File: src/logic/osc_refclk_pkg.sv
`default_nettype none
package osc_refclk_pkg;
    // register indices; byte address is four times the index
    localparam logic [9:0] IDX_OSC_CTRL = 10'h100;
    localparam logic [9:0] IDX_CLOCK_DIVIDER_CONTROL = 10'h102;
    localparam logic [9:0] IDX_FRC_TUNE = 10'h106;
    localparam logic [9:0] IDX_SYSTEM_OSC_DIVISOR = 10'h10c;
    localparam logic [9:0] IDX_SYSTEM_OSC_FRACTIONAL_DIVISOR = 10'h10e;
    localparam logic [9:0] IDX_REF_LO = 10'h168;
    localparam logic [9:0] IDX_REF_HI = 10'h16a;
    localparam logic [9:0] IDX_UNLOCK = 10'h170;
    localparam logic [11:0] A_OSC_CTRL = {IDX_OSC_CTRL, 2'b00};
    localparam logic [11:0] A_CLOCK_DIVIDER_CONTROL = {IDX_CLOCK_DIVIDER_CONTROL, 2'b00};
    localparam logic [11:0] A_FRC_TUNE = {IDX_FRC_TUNE, 2'b00};
    localparam logic [11:0] A_SYSTEM_OSC_DIVISOR = {IDX_SYSTEM_OSC_DIVISOR, 2'b00};
    localparam logic [11:0] A_SYSTEM_OSC_FRACTIONAL_DIVISOR = {IDX_SYSTEM_OSC_FRACTIONAL_DIVISOR, 2'b00};
    localparam logic [11:0] A_REF_LO = {IDX_REF_LO, 2'b00};
    localparam logic [11:0] A_REF_HI = {IDX_REF_HI, 2'b00};
    localparam logic [11:0] A_UNLOCK = {IDX_UNLOCK, 2'b00};
    // unlock keys, arbitrary values
    localparam logic [15:0] UNLOCK_KEY1 = 16'h0046;
    localparam logic [15:0] UNLOCK_KEY2 = 16'h0057;
    localparam logic [15:0] CLOCK_DIVIDER_CONTROL_RST = 16'h3020;
    localparam logic [15:0] CLOCK_DIVIDER_CONTROL_MASK = 16'hffe0;
    localparam logic [15:0] SYSTEM_OSC_DIVISOR_MASK = 16'h7fff;
    localparam logic [15:0] SYSTEM_OSC_FRACTIONAL_DIVISOR_MASK = 16'h7f80;
    localparam logic [1:0] FSM_ON = 2'h0;
    localparam logic [2:0] SRC_FRC_PLL = 3'h1;
    localparam logic [2:0] SRC_PRI_PLL = 3'h3;
    localparam logic [3:0] RSEL_PLL_VCO = 4'h6;
    localparam logic [3:0] RSEL_REF_PIN = 4'h8;

    typedef enum logic [1:0] {
        KEY_IDLE = 2'b00,
        KEY_ONE = 2'b01,
        KEY_OPEN = 2'b10
    } key_e;

    typedef struct packed {
        logic [7:0] src_m;
        logic [7:0] src_s;
        logic src_prev;
        logic pll_m;
        logic pll_s;
        logic started;
        key_e key_st;
        logic [2:0] cur_src;
        logic [2:0] req_src;
        logic sw_req;
        logic clk_frz;
        logic pin_frz;
        logic pll_ok;
        logic cf;
        logic primary_osc_keep;
        logic secondary_osc_en;
        logic [15:0] clock_divider_control;
        logic [15:0] system_osc_divisor;
        logic [15:0] system_osc_fractional_divisor;
        logic st_en;
        logic st_idl;
        logic st_src;
        logic st_lpol;
        logic st_orpol;
        logic [5:0] trim;
        logic ro_en;
        logic ro_idl;
        logic ro_out;
        logic ro_slp;
        logic ro_swreq;
        logic ro_act;
        logic [3:0] ro_sel;
        logic [14:0] ro_div;
        logic [14:0] div_eff;
        logic [14:0] cnt;
        logic ro_clk;
        logic [15:0] rdata;
    } osc_state_s;
endpackage
`default_nettype wire

File: src/logic/osc_refclk_ctrl.sv
`default_nettype none
// Functional notes
// enable bit starts and stops reference clock
// 15-bit half-period divider sets output rate
// divider change via request bit, hardware clears
// 4-bit field picks reference clock source
// run-in-sleep keeps reference clock during sleep
// pin drive bit gates pin, independent of enable
// active status clears after module disabled
// software leaves source/divider alone while active
// pll may feed reference clock independently
// oscillator control writes need unlock sequence
// one 3-bit encoding for current/requested source
// switch request starts system clock switch
// freeze locks selections only with monitor on
// pin map freeze needs unlock, one-way option
// pll settled clears on switch or non-pll mode
// clock failure sets clock fail flag
// primary oscillator sleep keep bit
// secondary oscillator enable bit
// self-tune owns trim, trim read-only then
// self-tune reference and idle-stop bits
// in-range status with interrupt polarity
// out-of-range status stops tuning, polarity
// reference source code map, others reserved
// output is source over twice divider, zero bypass
// switch request reads zero when switch done
// disabled output holds low, no partial pulses
module osc_refclk_ctrl
    import osc_refclk_pkg::*;
(
    input wire logic i_core_clk,
    input wire logic i_rst,
    input wire logic [11:0] i_addr,
    input wire logic [15:0] i_wdata,
    input wire logic i_wr,
    input wire logic i_rd,
    output logic [15:0] o_rdata,
    input wire logic [7:0] i_ref_src,
    input wire logic i_pll_locked,
    input wire logic [2:0] i_reset_clock_source,
    input wire logic [1:0] i_fail_safe_monitor_config,
    input wire logic i_pin_map_freeze_once_config,
    input wire logic i_pll_source_select_config,
    input wire logic i_switch_done,
    input wire logic i_clock_fail,
    input wire logic i_sleep,
    input wire logic i_idle,
    input wire logic i_selftune_in_range,
    input wire logic i_selftune_out_of_range,
    input wire logic [5:0] i_selftune_trim,
    output logic o_switch_req,
    output logic [2:0] o_requested_clock_source,
    output logic [2:0] o_current_clock_source,
    output logic o_primary_osc_run,
    output logic o_secondary_osc_enable,
    output logic o_pll_input_frc,
    output logic o_pin_map_frozen,
    output logic o_selftune_run,
    output logic o_selftune_ref_select,
    output logic o_selftune_in_range_event,
    output logic o_selftune_out_of_range_event,
    output logic [5:0] o_frc_trim,
    output logic [15:0] o_clock_divider_control_cfg,
    output logic [15:0] o_system_osc_divisor_cfg,
    output logic [15:0] o_system_osc_fractional_divisor_cfg,
    output logic o_refclk,
    output logic o_reference_clock_pin,
    output logic o_reference_clock_pin_oe_n
);
    osc_state_s st_r;
    osc_state_s st_nxt;
    logic wr_osc;
    logic sel_frozen;
    logic run;
    logic src_bit;
    logic tgl;
    logic pll_mode;
    logic in_rng;
    logic oor;
    logic [15:0] rd_val;

    assign wr_osc = i_wr && i_addr == A_OSC_CTRL && st_r.key_st == KEY_OPEN;
    assign sel_frozen = st_r.clk_frz
        && i_fail_safe_monitor_config == FSM_ON;
    assign run = st_r.ro_en && (!i_sleep || st_r.ro_slp)
        && !(i_idle && st_r.ro_idl);
    assign pll_mode = st_r.cur_src == SRC_FRC_PLL
        || st_r.cur_src == SRC_PRI_PLL;
    assign in_rng = st_r.st_en && i_selftune_in_range;
    assign oor = st_r.st_en && i_selftune_out_of_range;

    always_comb begin
        case (st_r.ro_sel)
            4'h0, 4'h1, 4'h2, 4'h3, 4'h4, 4'h5, RSEL_PLL_VCO:
                src_bit = st_r.src_s[st_r.ro_sel[2:0]];
            RSEL_REF_PIN: src_bit = st_r.src_s[7];
            default: src_bit = 1'b0;
        endcase
    end

    always_comb begin
        case (i_addr)
            A_OSC_CTRL: rd_val = {1'b0, st_r.cur_src, 1'b0, st_r.req_src,
                st_r.clk_frz, st_r.pin_frz, st_r.pll_ok, 1'b0, st_r.cf,
                st_r.primary_osc_keep, st_r.secondary_osc_en, st_r.sw_req};
            A_CLOCK_DIVIDER_CONTROL: rd_val = st_r.clock_divider_control;
            A_FRC_TUNE: rd_val = {st_r.st_en, 1'b0, st_r.st_idl, st_r.st_src,
                in_rng, st_r.st_lpol, oor, st_r.st_orpol, 2'b00, st_r.trim};
            A_SYSTEM_OSC_DIVISOR: rd_val = st_r.system_osc_divisor;
            A_SYSTEM_OSC_FRACTIONAL_DIVISOR: rd_val = st_r.system_osc_fractional_divisor;
            A_REF_LO: rd_val = {st_r.ro_en, 1'b0, st_r.ro_idl, st_r.ro_out,
                st_r.ro_slp, 1'b0, st_r.ro_swreq, st_r.ro_act, 4'h0,
                st_r.ro_sel};
            A_REF_HI: rd_val = {1'b0, st_r.ro_div};
            default: rd_val = 16'h0000;
        endcase
    end

    always_comb begin
        st_nxt = st_r;
        tgl = 1'b0;
        st_nxt.src_m = i_ref_src;
        st_nxt.src_s = st_r.src_m;
        st_nxt.src_prev = src_bit;
        st_nxt.pll_m = i_pll_locked;
        st_nxt.pll_s = st_r.pll_m;
        st_nxt.started = 1'b1;
        st_nxt.rdata = i_rd ? rd_val : 16'h0000;
        // strap caught on the first clock after reset release
        if (!st_r.started) begin
            st_nxt.cur_src = i_reset_clock_source;
            st_nxt.req_src = i_reset_clock_source;
        end
        // any write other than the key sequence closes the lock
        if (i_wr) begin
            if (i_addr == A_UNLOCK && i_wdata == UNLOCK_KEY1) begin
                st_nxt.key_st = KEY_ONE;
            end else if (i_addr == A_UNLOCK && i_wdata == UNLOCK_KEY2
                && st_r.key_st == KEY_ONE) begin
                st_nxt.key_st = KEY_OPEN;
            end else begin
                st_nxt.key_st = KEY_IDLE;
            end
        end
        if (wr_osc) begin
            if (!sel_frozen) begin
                st_nxt.req_src = i_wdata[10:8];
                st_nxt.sw_req = st_r.sw_req | i_wdata[0];
            end
            st_nxt.clk_frz = st_r.clk_frz | i_wdata[7];
            st_nxt.pin_frz = i_wdata[6]
                | (st_r.pin_frz & i_pin_map_freeze_once_config);
            st_nxt.cf = st_r.cf & i_wdata[3];
            st_nxt.primary_osc_keep = i_wdata[2];
            st_nxt.secondary_osc_en = i_wdata[1];
        end
        if (st_r.sw_req && i_switch_done) begin
            st_nxt.cur_src = st_r.req_src;
            st_nxt.sw_req = 1'b0;
        end
        if (i_clock_fail) begin
            st_nxt.cf = 1'b1;
        end
        st_nxt.pll_ok = st_r.pll_s && pll_mode && !st_r.sw_req;
        if (i_wr && i_addr == A_CLOCK_DIVIDER_CONTROL) begin
            st_nxt.clock_divider_control = i_wdata & CLOCK_DIVIDER_CONTROL_MASK;
        end
        if (i_wr && i_addr == A_SYSTEM_OSC_DIVISOR) begin
            st_nxt.system_osc_divisor = i_wdata & SYSTEM_OSC_DIVISOR_MASK;
        end
        if (i_wr && i_addr == A_SYSTEM_OSC_FRACTIONAL_DIVISOR) begin
            st_nxt.system_osc_fractional_divisor = i_wdata & SYSTEM_OSC_FRACTIONAL_DIVISOR_MASK;
        end
        if (i_wr && i_addr == A_FRC_TUNE) begin
            st_nxt.st_en = i_wdata[15];
            st_nxt.st_idl = i_wdata[13];
            st_nxt.st_src = i_wdata[12];
            st_nxt.st_lpol = i_wdata[10];
            st_nxt.st_orpol = i_wdata[8];
            if (!st_r.st_en) begin
                st_nxt.trim = i_wdata[5:0];
            end
        end
        if (st_r.st_en) begin
            st_nxt.trim = i_selftune_trim;
        end
        if (i_wr && i_addr == A_REF_LO) begin
            st_nxt.ro_en = i_wdata[15];
            st_nxt.ro_idl = i_wdata[13];
            st_nxt.ro_out = i_wdata[12];
            st_nxt.ro_slp = i_wdata[11];
            st_nxt.ro_swreq = st_r.ro_swreq | i_wdata[9];
            st_nxt.ro_sel = i_wdata[3:0];
        end
        if (i_wr && i_addr == A_REF_HI) begin
            st_nxt.ro_div = i_wdata[14:0];
        end
        // generator: a stopping clock finishes its high phase first
        if (st_r.div_eff == 15'h0000) begin
            st_nxt.cnt = 15'h0000;
            if (run || st_r.ro_clk) begin
                st_nxt.ro_clk = src_bit;
            end
        end else if (!run && !st_r.ro_clk) begin
            st_nxt.cnt = 15'h0000;
        end else if (src_bit && !st_r.src_prev) begin
            if (st_r.cnt + 15'h0001 >= st_r.div_eff) begin
                tgl = 1'b1;
                st_nxt.ro_clk = !st_r.ro_clk;
                st_nxt.cnt = 15'h0000;
            end else begin
                st_nxt.cnt = st_r.cnt + 15'h0001;
            end
        end
        // new divider lands on an edge or while parked low, so no short
        // half period escapes and a fresh start never uses the old one
        if (st_r.ro_swreq && (tgl || st_r.div_eff == 15'h0000
            || !st_r.ro_act || (!run && !st_r.ro_clk))) begin
            st_nxt.div_eff = st_r.ro_div;
            st_nxt.cnt = 15'h0000;
            st_nxt.ro_swreq = 1'b0;
        end
        st_nxt.ro_act = run || st_nxt.ro_clk;
    end

    always_ff @(posedge i_core_clk or posedge i_rst) begin
        if (i_rst) begin
            st_r <= '0;
            st_r.clock_divider_control <= CLOCK_DIVIDER_CONTROL_RST;
        end else begin
            st_r <= st_nxt;
        end
    end

    assign o_rdata = st_r.rdata;
    assign o_switch_req = st_r.sw_req;
    assign o_requested_clock_source = st_r.req_src;
    assign o_current_clock_source = st_r.cur_src;
    assign o_primary_osc_run = !i_sleep || st_r.primary_osc_keep;
    assign o_secondary_osc_enable = st_r.secondary_osc_en;
    // pll left free for the reference clock takes its input from straps
    assign o_pll_input_frc = pll_mode ? st_r.cur_src == SRC_FRC_PLL
        : !i_pll_source_select_config;
    assign o_pin_map_frozen = st_r.pin_frz;
    assign o_selftune_run = st_r.st_en && !(i_idle && st_r.st_idl)
        && !oor;
    assign o_selftune_ref_select = st_r.st_src;
    assign o_selftune_in_range_event = in_rng ^ (st_r.st_en
        && st_r.st_lpol);
    assign o_selftune_out_of_range_event = oor ^ (st_r.st_en
        && st_r.st_orpol);
    assign o_frc_trim = st_r.trim;
    assign o_clock_divider_control_cfg = st_r.clock_divider_control;
    assign o_system_osc_divisor_cfg = st_r.system_osc_divisor;
    assign o_system_osc_fractional_divisor_cfg = st_r.system_osc_fractional_divisor;
    assign o_refclk = st_r.ro_clk;
    assign o_reference_clock_pin = st_r.ro_clk & st_r.ro_out;
    assign o_reference_clock_pin_oe_n = !st_r.ro_out;
endmodule
`default_nettype wire

File: config.mk
export PLATFORM = sky130hd
export DESIGN_NAME = osc_refclk_ctrl
export DESIGN_NICKNAME = d
export VERILOG_FILES = /design/src/logic/osc_refclk_pkg.sv /design/src/logic/osc_refclk_ctrl.sv
export SDC_FILE = /design/constraint.sdc
export NUM_CORES = 1
export LEC_CHECK = 0
export ABC_AREA = 1
export BUFFER_PORTS_ARGS = -buffer_cell sky130_fd_sc_hd__buf_4
export CAP_MARGIN = 20
export CORE_AREA = 2 2 139 127
export CTS_CLUSTER_SIZE = 20
export DETAILED_ROUTE_END_ITERATION = 12
export DIE_AREA = 0 0 141 129
export PLACE_DENSITY = 0.72
export SYNTH_ARGS = -nofsm -noshare
export SYNTH_HDL_FRONTEND = slang
export SYNTH_SLANG_ARGS = --single-unit
File: constraint.sdc
create_clock -name i_core_clk -period 5.8 [get_ports i_core_clk]
set_clock_uncertainty 0.1 [all_clocks]
set_input_delay 0.29 -clock i_core_clk [delete_from_list [all_inputs] [get_ports i_core_clk]]
set_output_delay 0.29 -clock i_core_clk [all_outputs]
set_load 0.05 [all_outputs]
==> impl_results.md <==
* Status: complete, no violations
* Ports at 148
* Commonest cells post-synth: nand2_1, dfrtp_1, inv_1, nor2_1, o21ai_0
* Via count at 7052
* Max Freq at ~270 MHz
* Number of global-route vias before repair at between 6000 and 7000
* VDD IR max at around 180 uV
* Initial antenna violation count at 0
* Max Slew Vio Count at 0
* RSZ-0062 raised after global routing: false
* R2R Setup Slk at between 2000 and 2500 ps
* Util after Layout at approximately 57%
* PnR Total Power at approximately 2400 uW
* Yosys reg bits at between 150 and 200
* First-pass GRT wire length at 35700 um
* Critical path class: flip-flop to flip-flop
* Residual DRC at 0
* CTS Buf Count at 17
* Final Hold Fails at 0
* Total GRT Usage at roughly 25%
* Initial core utilization at approximately half
* Detailed router's first-iteration violation count at between 600 and 700
* Post-Route WL at about 22000 um
* Max-Cap Viols at 0
* First drt pass iteration count at 6
* Asr flop ratio synth at between 90% and 100%
* Mapped Area at 8240 um^2
* Top cell type's share of synthesized area at between 40% and 50%
* Row count at 45
* Main synth FF type: dfrtp_1
* Clock latency on the worst-skew pair at roughly 430 ps
* GRT overflow at 0
* Avg Cell Area, Syn at roughly 8 um^2
* Synth top area cells: dfrtp_1, nand2_1, buf_4
* Layout cells sized above 1 at a little under a fifth
* Clk root buf: clkbuf_16
* CTS Sinks at 152
* Largest net degree at the start of global routing at a little under 80
* Clock Tree Buf Depth at 2
* Core box area at ~17000 um^2
* Number of library cell types mapped by synthesis at 44
* Number of synthesized flops with an enable pin at 0
* Crit path required time at between 6000 and 7000 ps
* Post-Synthesis Cells at slightly above 1000
* Endpoints failing setup at 0
* ANT nets after route at 0
* Cell taking the most area after synthesis: dfrtp_1
* Mean number of vias per cell at roughly 5.3
* Die outline area at approximately 18000 um^2
* IO Port Bufs at between 100 and 150
* Global placement routability congestion at 0.950
* Setup TNS at 0 ps
* Htree depth at 4
* Register area share after synthesis at approximately 46%
* CP Capture Type: flip-flop
* Average routed wire per standard cell at between 15 and 20 um
* CP max FO at 57
* CTS tree: yes
* Worst rel slew slack at a little over a third
* HP Class: input pin to flip-flop
* CTS resizes at 0
* Hpwl dp at about 16000 um
* Period minus WS final at roughly 3700 ps
* Chip width at 141 um
* Setup crit start kind: flip-flop
* Most frequent cell after synthesis: nand2_1
* Clk slew on worst S/H paths at around 60 ps
* Yosys warning count at 0
* Die Span Y at 129 um
* Measured slew at the worst slew-check pin at about 970 ps
* Cell area power density at roughly 250 nW/um^2
* Part of the cycle the worst path needs at a little under two thirds
* Diodes inserted at 0
* Worst EP arrival at 3930 ps
* Area Growth Syn to Fin at 16.1%
* Nets at roughly 1200
* Leakage at around 0.0048 uW
-- placed cells by master, fill, tap and decap left out, types with 4 or more instances in the layout --
master,count
a21oi_1,27
a31oi_1,4
buf_4,134
clkbuf_16,17
clkinv_4,4
conb_1,15
dfrtp_1,149
dlygate4sd3_1,13
ha_1,16
inv_1,133
inv_2,9
inv_6,6
nand2_1,237
nand2_2,10
nand3_1,73
nand4_1,17
nor2_1,84
nor2_2,6
nor3_1,8
o211ai_1,5
o21ai_0,82
o21ai_1,22
o221ai_1,7
o22ai_1,5
xor2_1,5
-- layer usage --
| layer | part of all wire [%] | GRT usage (%) |
|---|---|---|
| met1 | 47 | 37.5 |
| met4 | 1.7 | 6.41 |
| met3 | 8.2 | 5.73 |
| met5 | 0 | 0 |
| met2 | 43 | 38.3 |
-- area by class of cell --
class                           instances  area [um^2]
Clock buffer                           20          467
Timing Repair Buffer                  147         1140
Inverter                              143          542
Sequential cell                       152         3810
Fill cell                            1544         7150
Tap cell                              211          264
Multi-Input combinational cell        651         3230
Clock inverter                         12          128
-- power breakdown --
part           total (uW)  internal, uW  switching (uW)
registers            1090          1080            12.7
logic                 202          59.7             142
clock network        1100           637             467
total                2400          1770             622
-- per-stage QoR --
step | worst slack (ps) | std cells | instance area, um^2 | hold WS [ps]
final | 2090 | 1336 | 9570 | 12.1
after global routing | 1650 | 1336 | 9570 | 16.1
after CTS | 2100 | 1336 | 9570 | 0.219
after detailed placement | 2130 | 1291 | 8850 | 236
after global placement | 2200 | 1291 | 8850 | 233
after floorplan | 1320 | 1048 | 8290 | 221
-- worst max-delay path, cell delays in order, from the launching register on --
cell and delay (ps):
dfrtp_1 500, ha_1 300, nand3_1 150, inv_1 160, nand4_1 90, nand2_1 100, inv_1 50, ha_1 280
nand2_1 60, nor2_1 120, nand3_1 110, nor2_1 110, nor2_1 60, nand2_2 270, nand3_2 110, nand2_1 90
nand2_2 510, o21ai_0 420
-- final timing paths --
kind,to,from,depth (start not counted)
max in group asynchronous,st_r[45],i_rst,4
max,st_r[37],st_r[17],17
max reg2reg,st_r[37],st_r[17],17
min in group asynchronous,o_clock_divider_control_cfg[6],i_rst,3
min reg2reg,st_r[153],st_nxt[153],0
min,o_pin_map_frozen,i_pin_map_freeze_once_config,3
-- registers in the layout, summed over array words and instances, names as in the netlist --
name                                 count
o_clock_divider_control_cfg             11
o_current_clock_source                   3
o_frc_trim                               6
o_pin_map_frozen                         1
o_rdata                                 16
o_refclk                                 1
o_requested_clock_source                 3
o_secondary_osc_enable                   1
o_selftune_ref_select                    1
o_switch_req                             1
o_system_osc_divisor_cfg                15
o_system_osc_fractional_divisor_cfg      8
st_nxt                                   9
st_r                                    76
-- cell families (layout without fill, tap and decap cells) --
family / after synthesis / after routing / share of synthesized area (%)
xor gates and xnor gates: 6 / 6 / 0.638
buffers and inverters: 245 / 322 / 15.2
AOI/OAI and AO/OA: 159 / 159 / 10.6
and+or+nand+nor: 454 / 454 / 24.7
muxes: 1 / 1 / 0.121
adders and majority gates: 16 / 16 / 2.43
other: 2 / 15 / 0.0911
DFF: 152 / 152 / 46.2
-- what timing repair did --
item                                   4_1_cts  5_1_grt
buffers inserted                             0        0
hold buffers                                13        0
endpoints found under the hold margin       84        0
Note: power is estimated with default switching activity, not from simulation.
